## src/rtl/bridge_ctl_pkg.sv

```systemverilog
// Package: register map, field layout, reset values and timing constants
// of the bridge master/misc control bank. Shared by both ends.
package bridge_ctl_pkg;
    localparam int ADDR_W = 12;
    localparam int DATA_W = 32;
    localparam logic [11:0] MASTER_CONTROL_ADDR = 12'h400;
    localparam logic [11:0] MISC_CONTROL_ADDR   = 12'h404;
    // master_control field positions
    localparam int RETRY_LIMIT_LSB  = 28;
    localparam int TENURE_LSB       = 24;
    localparam int REQ_LEVEL_LSB    = 22;
    localparam int FAIRNESS_BIT     = 21;
    localparam int RELEASE_BIT      = 20;
    localparam int HOLD_REQ_BIT     = 19;
    localparam int HOLD_GRANTED_BIT = 18;
    localparam int BURST_LSB        = 12;
    localparam int BUS_NO_LSB       = 0;
    // misc_control field positions
    localparam int BUS_TO_LSB       = 28;
    localparam int ARB_POLICY_BIT   = 26;
    localparam int ARB_TO_LSB       = 24;
    localparam int LOCAL_RST_BIT    = 23;
    localparam int SOFT_SYSRST_BIT  = 22;
    localparam int ISOLATION_BIT    = 20;
    localparam int GLOBAL_ISO_BIT   = 19;
    localparam int RESCIND_BIT      = 18;
    localparam int SYS_CTRL_BIT     = 17;
    localparam int AUTO_ID_BIT      = 16;
    localparam int SYSRST_TRIG_BIT  = 14;
    // Reset values
    localparam logic [3:0] RETRY_LIMIT_RST = 4'h8;
    localparam logic [3:0] TENURE_RST      = 4'h0;
    localparam logic [1:0] REQ_LEVEL_RST   = 2'h3;
    localparam logic [3:0] BUS_TO_RST      = 4'h3;
    localparam logic [1:0] ARB_TO_RST      = 2'h1;
    // Code values
    localparam logic [3:0] RETRY_FOREVER   = 4'h0;
    localparam logic [3:0] TENURE_MAX_CODE = 4'h5;
    localparam logic [3:0] TENURE_EARLY    = 4'hF;
    localparam logic [3:0] BUS_TO_MAX_CODE = 4'h7;
    localparam logic [1:0] ARB_TO_SHORT    = 2'h1;
    localparam logic [1:0] ARB_TO_LONG     = 2'h2;
    localparam int RETRY_UNIT_SHIFT  = 6;   // multiples of 64
    localparam logic [12:0] TENURE_BASE_BYTES = 13'h0080;  // 128 bytes
    localparam logic [8:0]  BURST_BASE_BYTES  = 9'h020;    // 32 bytes
    // Timing, 40 MHz clock
    localparam int CLK_PERIOD_NS    = 25;
    localparam int BUS_TO_BASE_NS   = 16000;   // 16 us
    localparam int ARB_TO_SHORT_NS  = 16000;   // 16 us
    localparam int ARB_TO_LONG_NS   = 256000;  // 256 us
    localparam int BUS_TO_BASE_CYC  = BUS_TO_BASE_NS / CLK_PERIOD_NS;
    localparam int ARB_TO_SHORT_CYC = ARB_TO_SHORT_NS / CLK_PERIOD_NS;
    localparam int ARB_TO_LONG_CYC  = ARB_TO_LONG_NS / CLK_PERIOD_NS;
    localparam int TIMEOUT_W        = 17;
    // Auto slot-ID sequence, Gray coded
    typedef enum logic [1:0] {
        AUTO_IDLE = 2'b00,
        AUTO_IRQ  = 2'b01,
        AUTO_WAIT = 2'b11,
        AUTO_DONE = 2'b10
    } auto_state_t;
endpackage

```

## src/rtl/bridge_ctl_if.sv

```systemverilog
// Interface: register port between the controlling master end and the
// control bank. Read data stand the cycle after the read strobe.
`timescale 1ns/1ps
`default_nettype none
interface bridge_ctl_if;
    logic [11:0] addr;
    logic [31:0] wdata;
    logic        wr;
    logic        rd;
    logic [31:0] rdata;
    logic        hold_granted;
    modport dev  (input addr, input wdata, input wr, input rd,
                  output rdata, output hold_granted);
    modport host (output addr, output wdata, output wr, output rd,
                  input rdata, input hold_granted);
endinterface
`default_nettype wire

```

## src/rtl/bridge_ctl_regs.sv

```systemverilog
// Control bank of the bridge: master_control and misc_control registers
// and the control levels and pulses they drive into the bridge logic.
// Assumes one clock, synchronous active-high reset, straps stable.
// Functional notes
// RULE1 - retry limit resets 8; zero means forever
// RULE2 - tenure codes 128..4096 bytes, 1111 early
// RULE3 - early bus-busy release at tenure or transaction
// RULE4 - two-bit request level, resets to three
// RULE5 - request mode bit: demand or fair
// RULE6 - release policy: when done or on request
// RULE7 - bus hold bit keeps bus busy asserted
// RULE8 - hold granted reads one while held
// RULE9 - no early release while bus held
// RULE10 - software waits granted zero before hold
// RULE11 - on bus error, software clears hold
// RULE12 - VME masters never set hold bit
// RULE13 - burst field sets split boundary, threshold
// RULE14 - config type 0 when bus number matches
// RULE15 - bus timeout codes, arbitration policy select
// RULE16 - arbitration timeout 16 or 256 us
// RULE17 - soft local reset pulses, reads zero
// RULE18 - soft system reset pulses, reads zero
// RULE19 - PCI no local reset; VME no system reset
// RULE20 - isolation flag strapped, writable, IRQ1 triggered
// RULE21 - system reset trigger, own logic untouched
// RULE22 - auto slot-ID: IRQ2, SYSFAIL release, CR/CSR
// RULE23 - system controller flag strapped, writable
// RULE24 - read-only writes ignored, reserved read zero
`timescale 1ns/1ps
`default_nettype none
module bridge_ctl_regs
(
    input  wire logic         i_clk,
    input  wire logic         i_sys_rst,
    bridge_ctl_if.dev         bus,
    input  wire logic         i_strap_isolation,
    input  wire logic         i_strap_sys_ctrl,
    input  wire logic         i_strap_auto_id,
    input  wire logic         i_bus_owned,
    input  wire logic         i_xfer_end,
    input  wire logic         i_pw_dequeuing,
    input  wire logic [12:0]  i_pw_bytes,
    input  wire logic [7:0]   i_cfg_addr_bus,
    input  wire logic         i_irq1_asserted,
    input  wire logic         i_irq2_ack_done,
    output logic              o_retry_forever,
    output logic [9:0]        o_retry_limit,
    output logic              o_early_release,
    output logic [1:0]        o_request_level,
    output logic              o_request_fairness_sel,
    output logic              o_release_policy,
    output logic              o_bus_hold_request,
    output logic [8:0]        o_burst_bytes,
    output logic              o_cfg_type0,
    output logic [16:0]       o_bus_timeout_cycles,
    output logic              o_arbitration_policy,
    output logic [16:0]       o_arb_timeout_cycles,
    output logic              o_local_reset_out,
    output logic              o_vme_reset_out,
    output logic              o_isolation_flag,
    output logic              o_system_controller_flag,
    output logic              o_irq2_request,
    output logic              o_sysfail_released,
    output logic              o_crcsr_enable
);
    typedef struct packed {
        logic [3:0]  retry_limit;
        logic [3:0]  tenure;
        logic [1:0]  req_level;
        logic        fairness;
        logic        release_policy;
        logic        hold_req;
        logic [1:0]  burst;
        logic [7:0]  bus_no;
        logic [3:0]  bus_to;
        logic        arb_policy;
        logic [1:0]  arb_to;
        logic        isolation;
        logic        global_iso_en;
        logic        rescind;
        logic        sys_ctrl;
        logic        auto_id;
        logic        straps_taken;
        logic        local_rst_pulse;
        logic        sysrst_pulse;
        bridge_ctl_pkg::auto_state_t auto_st;
        logic [31:0] rdata;
    } state_t;

    state_t s_reg;
    state_t s_next;
    logic   hold_granted;
    logic   wr_mc;
    logic   wr_misc;
    logic   auto_start;

    // Granted only while the bus is owned because of the hold bit
    assign hold_granted = s_reg.hold_req & i_bus_owned;  // RULE8
    assign wr_mc   = bus.wr && (bus.addr == bridge_ctl_pkg::MASTER_CONTROL_ADDR);
    assign wr_misc = bus.wr && (bus.addr == bridge_ctl_pkg::MISC_CONTROL_ADDR);
    assign auto_start = wr_misc && bus.wdata[bridge_ctl_pkg::AUTO_ID_BIT];

    // Next state: register writes, strap capture, auto-ID sequence
    always_comb
    begin
        s_next = s_reg;
        s_next.local_rst_pulse = 1'b0;
        s_next.sysrst_pulse = 1'b0;
        // Straps are caught one cycle after reset, never under it
        if (!s_reg.straps_taken)
        begin
            s_next.straps_taken = 1'b1;
            s_next.isolation    = i_strap_isolation;  // RULE20
            s_next.sys_ctrl     = i_strap_sys_ctrl;   // RULE23
            s_next.auto_id      = i_strap_auto_id;    // RULE22
        end
        if (wr_mc)
        begin
            s_next.retry_limit    = bus.wdata[bridge_ctl_pkg::RETRY_LIMIT_LSB +: 4];
            s_next.tenure         = bus.wdata[bridge_ctl_pkg::TENURE_LSB +: 4];
            s_next.req_level      = bus.wdata[bridge_ctl_pkg::REQ_LEVEL_LSB +: 2];
            s_next.fairness       = bus.wdata[bridge_ctl_pkg::FAIRNESS_BIT];
            s_next.release_policy = bus.wdata[bridge_ctl_pkg::RELEASE_BIT];
            s_next.hold_req       = bus.wdata[bridge_ctl_pkg::HOLD_REQ_BIT];  // RULE7
            s_next.burst          = bus.wdata[bridge_ctl_pkg::BURST_LSB +: 2];
            s_next.bus_no         = bus.wdata[bridge_ctl_pkg::BUS_NO_LSB +: 8];
        end
        else if (wr_misc)
        begin
            s_next.bus_to        = bus.wdata[bridge_ctl_pkg::BUS_TO_LSB +: 4];
            s_next.arb_policy    = bus.wdata[bridge_ctl_pkg::ARB_POLICY_BIT];
            s_next.arb_to        = bus.wdata[bridge_ctl_pkg::ARB_TO_LSB +: 2];
            s_next.local_rst_pulse = bus.wdata[bridge_ctl_pkg::LOCAL_RST_BIT];  // RULE17
            s_next.sysrst_pulse  = bus.wdata[bridge_ctl_pkg::SOFT_SYSRST_BIT]
                                 | bus.wdata[bridge_ctl_pkg::SYSRST_TRIG_BIT];  // RULE18 RULE21
            s_next.isolation     = bus.wdata[bridge_ctl_pkg::ISOLATION_BIT];
            s_next.global_iso_en = bus.wdata[bridge_ctl_pkg::GLOBAL_ISO_BIT];
            s_next.rescind       = bus.wdata[bridge_ctl_pkg::RESCIND_BIT];
            s_next.sys_ctrl      = bus.wdata[bridge_ctl_pkg::SYS_CTRL_BIT];  // RULE23
            if (auto_start)
            begin
                s_next.auto_id = 1'b1;  // Writing zero has no effect
            end
        end
        // Trigger wins over a same-cycle software clear
        if (s_reg.global_iso_en && i_irq1_asserted)
        begin
            s_next.isolation = 1'b1;  // RULE20
        end
        // Auto slot-ID: raise level 2, release SYSFAIL, wait for ack
        case (s_reg.auto_st)
            bridge_ctl_pkg::AUTO_IDLE:
            begin
                if (s_reg.auto_id && s_reg.straps_taken)
                begin
                    s_next.auto_st = bridge_ctl_pkg::AUTO_IRQ;  // RULE22
                end
            end
            bridge_ctl_pkg::AUTO_IRQ:
            begin
                s_next.auto_st = bridge_ctl_pkg::AUTO_WAIT;
            end
            bridge_ctl_pkg::AUTO_WAIT:
            begin
                if (i_irq2_ack_done)
                begin
                    s_next.auto_st = bridge_ctl_pkg::AUTO_DONE;  // RULE22
                end
            end
            default:
            begin
                s_next.auto_st = bridge_ctl_pkg::AUTO_DONE;
            end
        endcase
        // Read data one cycle later; reserved and pulse bits read 0
        s_next.rdata = '0;  // RULE24
        if (bus.rd && bus.addr == bridge_ctl_pkg::MASTER_CONTROL_ADDR)
        begin
            s_next.rdata[bridge_ctl_pkg::RETRY_LIMIT_LSB +: 4] = s_reg.retry_limit;
            s_next.rdata[bridge_ctl_pkg::TENURE_LSB +: 4]      = s_reg.tenure;
            s_next.rdata[bridge_ctl_pkg::REQ_LEVEL_LSB +: 2]   = s_reg.req_level;
            s_next.rdata[bridge_ctl_pkg::FAIRNESS_BIT]         = s_reg.fairness;
            s_next.rdata[bridge_ctl_pkg::RELEASE_BIT]          = s_reg.release_policy;
            s_next.rdata[bridge_ctl_pkg::HOLD_REQ_BIT]         = s_reg.hold_req;
            s_next.rdata[bridge_ctl_pkg::HOLD_GRANTED_BIT]     = hold_granted;  // RULE8
            s_next.rdata[bridge_ctl_pkg::BURST_LSB +: 2]       = s_reg.burst;
            s_next.rdata[bridge_ctl_pkg::BUS_NO_LSB +: 8]      = s_reg.bus_no;
        end
        else if (bus.rd && bus.addr == bridge_ctl_pkg::MISC_CONTROL_ADDR)
        begin
            s_next.rdata[bridge_ctl_pkg::BUS_TO_LSB +: 4]  = s_reg.bus_to;
            s_next.rdata[bridge_ctl_pkg::ARB_POLICY_BIT]   = s_reg.arb_policy;
            s_next.rdata[bridge_ctl_pkg::ARB_TO_LSB +: 2]  = s_reg.arb_to;
            s_next.rdata[bridge_ctl_pkg::ISOLATION_BIT]    = s_reg.isolation;
            s_next.rdata[bridge_ctl_pkg::GLOBAL_ISO_BIT]   = s_reg.global_iso_en;
            s_next.rdata[bridge_ctl_pkg::RESCIND_BIT]      = s_reg.rescind;
            s_next.rdata[bridge_ctl_pkg::SYS_CTRL_BIT]     = s_reg.sys_ctrl;
            s_next.rdata[bridge_ctl_pkg::AUTO_ID_BIT]      = s_reg.auto_id;
        end
    end

    // State register, every field to its documented reset value
    always_ff @(posedge i_clk)
    begin
        if (i_sys_rst)
        begin
            s_reg                <= '0;
            s_reg.retry_limit    <= bridge_ctl_pkg::RETRY_LIMIT_RST;  // RULE1
            s_reg.tenure         <= bridge_ctl_pkg::TENURE_RST;
            s_reg.req_level      <= bridge_ctl_pkg::REQ_LEVEL_RST;    // RULE4
            s_reg.bus_to         <= bridge_ctl_pkg::BUS_TO_RST;       // RULE15
            s_reg.arb_to         <= bridge_ctl_pkg::ARB_TO_RST;       // RULE16
            s_reg.rescind        <= 1'b1;
            s_reg.auto_st        <= bridge_ctl_pkg::AUTO_IDLE;
        end
        else
        begin
            s_reg <= s_next;
        end
    end

    // Decoded controls for the bridge datapath
    assign o_retry_forever  = (s_reg.retry_limit == bridge_ctl_pkg::RETRY_FOREVER);  // RULE1
    assign o_retry_limit    = {s_reg.retry_limit, 6'h00};  // RULE1
    assign o_request_level  = s_reg.req_level;       // RULE4
    assign o_request_fairness_sel = s_reg.fairness;  // RULE5
    assign o_release_policy = s_reg.release_policy;  // RULE6
    assign o_bus_hold_request = s_reg.hold_req;      // RULE7
    assign o_burst_bytes    = bridge_ctl_pkg::BURST_BASE_BYTES << s_reg.burst;  // RULE13
    assign o_cfg_type0      = (i_cfg_addr_bus == s_reg.bus_no);  // RULE14
    assign o_arbitration_policy = s_reg.arb_policy;  // RULE15
    assign o_local_reset_out  = s_reg.local_rst_pulse;  // RULE17
    assign o_vme_reset_out    = s_reg.sysrst_pulse;  // RULE18 RULE21
    assign o_isolation_flag = s_reg.isolation;
    assign o_system_controller_flag = s_reg.sys_ctrl;
    assign o_irq2_request     = (s_reg.auto_st == bridge_ctl_pkg::AUTO_IRQ);
    assign o_sysfail_released = (s_reg.auto_st == bridge_ctl_pkg::AUTO_WAIT)
                              | (s_reg.auto_st == bridge_ctl_pkg::AUTO_DONE);
    assign o_crcsr_enable     = (s_reg.auto_st == bridge_ctl_pkg::AUTO_DONE);
    assign bus.rdata          = s_reg.rdata;
    assign bus.hold_granted   = hold_granted;

    // Early release: tenure reached or every transaction; hold overrides
    always_comb
    begin
        o_early_release = 1'b0;
        if (!s_reg.hold_req)  // RULE9
        begin
            if (s_reg.tenure == bridge_ctl_pkg::TENURE_EARLY)
            begin
                o_early_release = i_xfer_end;  // RULE3
            end
            else if (s_reg.tenure <= bridge_ctl_pkg::TENURE_MAX_CODE)
            begin
                o_early_release = i_pw_dequeuing
                    && (i_pw_bytes >= (bridge_ctl_pkg::TENURE_BASE_BYTES
                                       << s_reg.tenure));  // RULE2 RULE3
            end
        end
    end

    // Timeout codes to cycle counts; reserved codes disable
    always_comb
    begin
        o_bus_timeout_cycles = '0;
        if (s_reg.bus_to != 4'h0 && s_reg.bus_to <= bridge_ctl_pkg::BUS_TO_MAX_CODE)
        begin
            o_bus_timeout_cycles = 17'(bridge_ctl_pkg::BUS_TO_BASE_CYC)
                                   << (s_reg.bus_to - 4'h1);  // RULE15
        end
        o_arb_timeout_cycles = '0;
        if (s_reg.arb_to == bridge_ctl_pkg::ARB_TO_SHORT)
        begin
            o_arb_timeout_cycles = 17'(bridge_ctl_pkg::ARB_TO_SHORT_CYC);  // RULE16
        end
        else if (s_reg.arb_to == bridge_ctl_pkg::ARB_TO_LONG)
        begin
            o_arb_timeout_cycles = 17'(bridge_ctl_pkg::ARB_TO_LONG_CYC);  // RULE16
        end
    end
endmodule // bridge_ctl_regs
`default_nettype wire

```

## src/flat_wrapper.sv

```systemverilog
// flat-port wrapper written by rule: the top's interface ports become plain ports
module bridge_ctl_regs_flat 
  (i_clk, i_sys_rst, i_strap_isolation, i_strap_sys_ctrl, i_strap_auto_id, i_bus_owned, i_xfer_end, i_pw_dequeuing, i_pw_bytes, i_cfg_addr_bus, i_irq1_asserted, i_irq2_ack_done, o_retry_forever, o_retry_limit, o_early_release, o_request_level, o_request_fairness_sel, o_release_policy, o_bus_hold_request, o_burst_bytes, o_cfg_type0, o_bus_timeout_cycles, o_arbitration_policy, o_arb_timeout_cycles, o_local_reset_out, o_vme_reset_out, o_isolation_flag, o_system_controller_flag, o_irq2_request, o_sysfail_released, o_crcsr_enable, bus_addr, bus_wdata, bus_wr, bus_rd, bus_rdata, bus_hold_granted);
  bridge_ctl_if bus_i ();
  input  wire logic i_clk;
  input  wire logic i_sys_rst;
  input  wire logic i_strap_isolation;
  input  wire logic i_strap_sys_ctrl;
  input  wire logic i_strap_auto_id;
  input  wire logic i_bus_owned;
  input  wire logic i_xfer_end;
  input  wire logic i_pw_dequeuing;
  input  wire logic [12:0] i_pw_bytes;
  input  wire logic [7:0] i_cfg_addr_bus;
  input  wire logic i_irq1_asserted;
  input  wire logic i_irq2_ack_done;
  output logic o_retry_forever;
  output logic [9:0] o_retry_limit;
  output logic o_early_release;
  output logic [1:0] o_request_level;
  output logic o_request_fairness_sel;
  output logic o_release_policy;
  output logic o_bus_hold_request;
  output logic [8:0] o_burst_bytes;
  output logic o_cfg_type0;
  output logic [16:0] o_bus_timeout_cycles;
  output logic o_arbitration_policy;
  output logic [16:0] o_arb_timeout_cycles;
  output logic o_local_reset_out;
  output logic o_vme_reset_out;
  output logic o_isolation_flag;
  output logic o_system_controller_flag;
  output logic o_irq2_request;
  output logic o_sysfail_released;
  output logic o_crcsr_enable;
  input wire logic [$bits(bus_i.addr)-1:0] bus_addr;
  input wire logic [$bits(bus_i.wdata)-1:0] bus_wdata;
  input wire logic [$bits(bus_i.wr)-1:0] bus_wr;
  input wire logic [$bits(bus_i.rd)-1:0] bus_rd;
  output wire logic [$bits(bus_i.rdata)-1:0] bus_rdata;
  output wire logic [$bits(bus_i.hold_granted)-1:0] bus_hold_granted;
  assign bus_i.addr = bus_addr;
  assign bus_i.wdata = bus_wdata;
  assign bus_i.wr = bus_wr;
  assign bus_i.rd = bus_rd;
  assign bus_rdata = bus_i.rdata;
  assign bus_hold_granted = bus_i.hold_granted;
  bridge_ctl_regs u_core (.i_clk(i_clk), .i_sys_rst(i_sys_rst), .bus(bus_i), .i_strap_isolation(i_strap_isolation), .i_strap_sys_ctrl(i_strap_sys_ctrl), .i_strap_auto_id(i_strap_auto_id), .i_bus_owned(i_bus_owned), .i_xfer_end(i_xfer_end), .i_pw_dequeuing(i_pw_dequeuing), .i_pw_bytes(i_pw_bytes), .i_cfg_addr_bus(i_cfg_addr_bus), .i_irq1_asserted(i_irq1_asserted), .i_irq2_ack_done(i_irq2_ack_done), .o_retry_forever(o_retry_forever), .o_retry_limit(o_retry_limit), .o_early_release(o_early_release), .o_request_level(o_request_level), .o_request_fairness_sel(o_request_fairness_sel), .o_release_policy(o_release_policy), .o_bus_hold_request(o_bus_hold_request), .o_burst_bytes(o_burst_bytes), .o_cfg_type0(o_cfg_type0), .o_bus_timeout_cycles(o_bus_timeout_cycles), .o_arbitration_policy(o_arbitration_policy), .o_arb_timeout_cycles(o_arb_timeout_cycles), .o_local_reset_out(o_local_reset_out), .o_vme_reset_out(o_vme_reset_out), .o_isolation_flag(o_isolation_flag), .o_system_controller_flag(o_system_controller_flag), .o_irq2_request(o_irq2_request), .o_sysfail_released(o_sysfail_released), .o_crcsr_enable(o_crcsr_enable));
endmodule
```

## config.mk

```make
export PLATFORM = sky130hd
export DESIGN_NAME = bridge_ctl_regs_flat
export DESIGN_NICKNAME = d
export VERILOG_FILES = /design/src/rtl/bridge_ctl_pkg.sv /design/src/rtl/bridge_ctl_if.sv /design/src/rtl/bridge_ctl_regs.sv /design/src/flat_wrapper.sv
export SDC_FILE = /design/constraint.sdc
export NUM_CORES = 1
export LEC_CHECK = 0
export BUFFER_PORTS_ARGS = -buffer_cell sky130_fd_sc_hd__buf_2
export CORE_ASPECT_RATIO = 0.9
export CORE_UTILIZATION = 48
export DETAILED_ROUTE_END_ITERATION = 7
export PLACE_DENSITY = 0.86
export SKIP_CTS_REPAIR_TIMING = 1
export SYNTH_ARGS = -nofsm -noshare
export SYNTH_HDL_FRONTEND = slang
export SYNTH_SLANG_ARGS = --single-unit
```

## constraint.sdc

```tcl
create_clock -name i_clk -period 4.3 [get_ports i_clk]
set_clock_uncertainty 0.15 [all_clocks]
set_input_delay 0 -clock i_clk [delete_from_list [all_inputs] [get_ports i_clk]]
set_output_delay 0 -clock i_clk [all_outputs]
set_load 0.005 [all_outputs]
```

==> results.md, run 1 <==
- PwrDens: 329.9 nW/µm²
- Vias per cell: 4.687
- GR Util met2: 34.31%
- Final Setup Violations: 0
- Hold Violations, Final: 0
- # DRC: 0
- Seq cells post-synth: 66
- WL final: 7.428 mm
- Filler Cells Inserted: 523
- Die area: 7015 µm²
- IO Pins: 179
- Area contributors post-synth: dfxtp_1 (41%), buf_4 (17%), nand2_1 (7.0%)
- RSZ-0062 raised after global routing: no
- Family with the most delay on the worst path: simple AND/OR/NAND/NOR gates
- Area delta synth->final: 26.91%
- R2R setup slack: 2.64 ns
- Worst path arrival time: 2.59 ns
- Leak: 1.984 nW
- Area leader, netlist: dfxtp_1
- Number of distinct library cells after synthesis: 37
- Count leader, synth: buf_4
- Reg-to-reg startpoint: u_core.s_reg[40]$_SDFFE_PP0P_
- Fin crit period: 2.522 ns
- Critical-path top delay cell: nand4_1
- M3 GR Usage: 7.859%
- Multi-input gate area: 1379 µm²
- Max_cap viols: 0
- Max FO, Critical Path: 12
- Synth top area share: 41.19%
- Final Max Slew Viols: 0
- Clock sink count: 66
- Hold Crit Class: input pin to flop
- IO buf count: 128
- Most used cell, CP: dlygate4sd3_1
- Worst-Skew Late Latency: 0.34 ns
- Clock Path Buffers: 2
- Layout cells sized above 1: 30.97%
- Main synth FF type: dfxtp_1
- Max stage delay on crit path: 0.70 ns
- Height of the die: 79.56 µm
- Final ANT Viol Nets: 0
- Fmax: 396.5 MHz
- Congestion Overflow GR: 0
- Final cycle utilization of the critical path: 58.66%
- CTS H-tree depth: 3
- TritonCTS clock tree: built
- Wire per inst: 12.78 µm
- Global Route Usage Sum: 19.16%
- Avg Inst Size Synth: 8.813 µm²
- Peak supply drop: 0.2420 mV
- Status: completed
- Die Span X: 88.18 µm
- Ant. Diodes: 0
- Mapped Area: 3208 µm²
- Placement row count: 27
- GP Congestion: 0.7511
- Yosys warnings: 0
- Power Total: 1.343 mW
- Initial DRT Pass Iterations: 6
- Critical Path Stages: 7
- Placed cell areas: 3461 µm²
- Startpoint class of the critical path: input pin
- Critical path startpoint: bus_wr
- Final Instance Area: 4071 µm²
- Post-synth EDFFs: 0
- Sequential cell area fraction in the yosys report: 41.19%
- Starting Density: 51.06%
- TritonCTS buffer count: 9
- Largest net degree at the start of global routing: 34
- Met1 Usage GRT: 20.67%
- Core area: 6284 µm²
- Reg clk slew, reported paths: 0.07 ns
- Tightest Pin Transition: 1.023 ns
- DPL Wire Length: 4.914 mm
- Starting DRT DRC Count: 70
- WP data required: 4.37 ns
- Root Buffer: clkbuf_8
- Worst r2r path cells: 4
- Initial antenna violation count: 0
- First-pass GRT wire length: 10.02 mm
- Critical path buffers and inverters: 3
- Critical Path Sink Type: flop
- Critical Path Sink: u_core.o_isolation_flag$_SDFF_PP0_
- Worst r2r dst: u_core.o_isolation_flag$_SDFF_PP0_
- Setup_tns: 0 ns
- Number of global-route vias before repair: 2222
- Detailed-route via count: 2723
- Top Usage Layer GRT: met2
- Synth top cells by count: buf_4 (73), dfxtp_1 (66), nand2_1 (60), a21oi_1 (25), nor2_1 (20)
- Post-Syn Instances: 364
- Nets: 572
- Async S/R FF share, synth: 0%
- Slew headroom: 31.57%
- Crit-path cells: dlygate4sd3_1, buf_2, and2_1, nand4_1, nor3b_1, a311oi_1, dlygate4sd3_1
- WS Path Type: input pin to flop
- Flip-flop and latch area: 1321 µm²
[metal layers]
metal,routed length (µm),up-vias
li1,-,1340
met4,53,0
met2,3827,109
met5,0,-
met3,448,8
met1,3098,1266
[report_power, final]
| part | internal (mW) | switching, mW |
|---|---|---|
| registers | 0.615 | 0.00390 |
| clock network | 0.385 | 0.240 |
| logic | 0.0564 | 0.0435 |
[per-stage QoR]
stage          setup WS, ns  utilization (%)  hold slack [ns]  std cells
5_1_grt               1.604            64.79          0.03386        581
4_1_cts               2.149            58.90          -0.2858        544
3_5_place_dp          2.243            55.08          0.07812        528
3_3_place_gp          2.322            55.08          0.06200        528
2_1_floorplan         2.772                -         -0.02680        401
6_report              1.778            64.79          0.01865        581
[worst register-to-register path, cell delays in order, from the launching register on]
cell           delay [ns]
dfxtp_1              0.37
nand2_1              0.08
nor3b_1              0.14
a311oi_1             0.28
dlygate4sd3_1        0.58
[cell type report]
type	instances	share of cell area (%)
clock buffer	9	3.042
clock inverter	7	2.858
inverter	3	0.2766
multi-input combinational	244	33.87
sequential	66	32.45
tap	87	2.674
timing repair buffer	165	24.83
[how the worst min path moves through the flow]
stage | start | endpoint | slack [ns] | cells past startpoint
6_report | i_sys_rst | u_core.s_reg[32]$_SDFFE_PP0P_ | 0.02 | 2
5_1_grt | i_sys_rst | u_core.s_reg[32]$_SDFFE_PP0P_ | 0.03 | 2
4_1_cts | bus_wdata[18] | u_core.s_reg[39]$_SDFFE_PP1P_ | -0.29 | 3
3_5_place_dp | bus_wdata[23] | u_core.o_request_level[1]$_SDFFE_PP1P_ | 0.08 | 3
3_3_place_gp | bus_wdata[18] | u_core.s_reg[39]$_SDFFE_PP1P_ | 0.06 | 3
2_1_floorplan | bus_wdata[22] | u_core.o_request_level[0]$_SDFFE_PP1P_ | -0.03 | 2
[placed cells by master (no fill, tap or decap), drive strengths merged]
master,count
a211oi,2
a31oi,1
nand2,60
buf,128
clkinvlp,1
inv,4
clkinv,2
dlygate4sd3,37
and3,1
and2,19
and4,2
a311oi,1
ha,6
o211ai,1
nand4,5
clkbuf,9
nor2b,10
nand2b,1
nor3b,3
nor2,20
bufinv,3
xnor2,9
mux2i,12
dfxtp,66
nor4b,2
a22o,10
nor4,2
o21ai,1
nand4b,1
nand3,5
conb,38
nor3,6
a21oi,25
and4b,1
[logic make-up after synthesis]
kind of cell / synth area share (%)
other: 0.1169
AND/OR/NAND/NOR: 21.80
AO/OA/AOI/OAI: 8.190
adder cells (fa/ha/maj): 2.340
XOR/XNOR: 2.457
buffers and inverters: 20.16
multiplexers: 3.744
flip-flops: 41.19
No activity file was read; power rests on OpenSTA's default activity.
==> inputs of run 2 (changes only) <==
Settings changed: CORE_UTILIZATION 48 to 40, PLACE_DENSITY 0.86 to 0.76.
Clock period 4.3 ns to 2.04 ns, I/O delays scaled along.
==> run 2 against run 1 <==
Compared with the run above:
- design area is 4.6% higher
- first-iteration DRC count stayed put
- hold slack worse by 0.018 ns
- largest power group is now registers
- highest routed layer unchanged
==> results.md, run 2 (synthesized netlist as in run 1, its figures left out) <==
- Status: completed
- TritonCTS clock tree: built
- Largest net degree at the start of global routing: 33 (-2.9%)
- IO buf count: 128 (unchanged)
- Peak supply drop: 0.3304 mV (+37%)
- Area delta synth->final: 32.76%
- Hold Crit Class: input pin to flop
- TritonCTS buffer count: 9 (unchanged)
- Most common cell after layout, fill and taps aside: buf_2
- Filler Cells Inserted: 706 (+35%)
- Starting DRT DRC Count: 70 (unchanged)
- Reg-to-reg startpoint: u_core.s_reg[40]$_SDFFE_PP0P_
- Final Max Slew Viols: 0 (unchanged)
- GP Congestion: 0.7625 (+1.5%)
- Setup_tns: 0 ns (unchanged)
- Final cycle utilization of the critical path: 97.05%
- Starting Density: 41.90% (-9.2 points)
- Fmax: 505.1 MHz
- Initial DRT Pass Iterations: 4 (-2)
- Layout cells sized above 1: 33.60% (+2.6 points)
- Core Util, Final: 55.62% (-9.2 points)
- Number of global-route vias before repair: 2306 (+3.8%)
- Worst path arrival time: 1.83 ns (-0.76 ns)
- Wire per inst: 13.02 µm (+1.8%)
- PwrDens: 643.8 nW/µm² (+95%)
- WL final: 7.875 mm (+6.0%)
- Initial antenna violation count: 0 (unchanged)
- Die area: 8383 µm² (+20%)
- WS Path Type: flop to primary output
- Clock Path Buffers: 2 (unchanged)
- Critical Path Sink Type: primary output
- Vias per cell: 4.552 (-2.9%)
- Leak: 2.033 nW (+2.5%)
- Crit-path cells: nor2b_4, nand2_1, ha_4, o211ai_1, a21oi_1, a211oi_1, o21ai_1, buf_2
- Root Buffer: clkbuf_8
- Hold path start: bus_rd
- Max FO, Critical Path: 6 (-6)
- Critical path startpoint: u_core.s_reg[65]$_SDFFE_PP0P_
- Startpoint class of the critical path: flop
- Ant. Diodes: 0 (unchanged)
- Post-place setup slack: 0.2585 ns (-1.984 ns)
- Fin crit period: 1.980 ns
- Reg clk slew, reported paths: 0.07 ns (about the same)
- Global Route Usage Sum: 17.28% (-1.9 points)
- Multi-input gate area: 1424 µm² (+3.3%)
- Family with the most delay on the worst path: compound AO/OA/AOI/OAI gates
- Placement row count: 30 (+11%)
- Final ANT Viol Nets: 0 (unchanged)
- CTS H-tree depth: 3 (unchanged)
- Max stage delay on crit path: 0.39 ns (-0.31 ns)
- Height of the die: 86.96 µm (+9.3%)
- Setup ws final: 0.06020 ns (-1.718 ns)
- Critical-path top delay cell: dfxtp_4
- Final Setup Violations: 0 (unchanged)
- Hold Violations, Final: 0 (unchanged)
- First-pass GRT wire length: 10.78 mm (+7.6%)
- # DRC: 0 (unchanged)
- Critical path buffers and inverters: 1 (-2)
- Die Span X: 96.40 µm (+9.3%)
- Congestion Overflow GR: 0 (unchanged)
- Nets: 587 (+2.6%)
- Core area: 7657 µm² (+22%)
- DPL Wire Length: 5.340 mm (+8.7%)
- IO Pins: 179 (unchanged)
- Max_cap viols: 0 (unchanged)
- Most frequent cells in the layout: buf_2 (128), dfxtp_1 (62), nand2_1 (60), dlygate4sd3_1 (44), conb_1 (38)
- Power Total: 2.742 mW (+100%)
- WP data required: 1.89 ns (-2.48 ns)
- Detailed-route via count: 2754 (+1.1%)
- Clock sink count: 66 (unchanged)
- Worst-Skew Late Latency: 0.34 ns (about the same)
- RSZ-0062 raised after global routing: yes
- Flip-flop and latch area: 1336 µm² (+1.1%)
## run 2: routing by layer
metal | global-route usage (%) | share of wire [%] | wire length [µm]
met5 | 0 | 0 | 0
met4 | 7.086 | 2.2 | 172
met3 | 5.846 | 7.1 | 556
met2 | 29.79 | 50 | 3910
met1 | 19.44 | 41 | 3235
## run 2: worst paths after layout
kind                                                end  slack [ns]  cells past startpoint
max reg2reg          u_core.o_isolation_flag$_SDFF_PP0_        0.37                      4
min reg2reg  u_core.o_request_fairness_sel$_SDFFE_PP0P_        0.32                      2
min                     u_core.bus.rdata[16]$_SDFF_PP0_      0.0004                      3
max                                     o_early_release        0.06                      8
## run 2: area by class of cell
| class | instances | share of cell area [%] |
|---|---|---|
| clock inverter | 6 | 2.086 |
| inverter | 3 | 0.2644 |
| sequential | 66 | 31.37 |
| timing repair buffer | 180 | 26.79 |
| clock buffer | 10 | 3.231 |
| multi-input combinational | 244 | 33.43 |
| tap | 96 | 2.820 |
## run 2: report_power, final
part	internal, mW	switching, mW	leakage (nW)
Combinational	0.123	0.0939	1.39
Sequential	1.29	0.00941	0.536
Clock	0.723	0.502	0.109
## run 2: per-stage QoR
stage          std cells  instance area (µm²)  hold WS [ns]
3_5_place_dp         544                 3525       0.07033
2_1_floorplan        401                 3347      -0.02680
3_3_place_gp         544                 3525       0.07203
6_report             605                 4259     0.0003715
4_1_cts              560                 3751       -0.2942
5_1_grt              605                 4259       0.01328
## run 2: worst min-delay path: cells and delay by family
family                 cells  cell delay [ns]
buffers and inverters      1             0.08
and+or+nand+nor            2             0.38
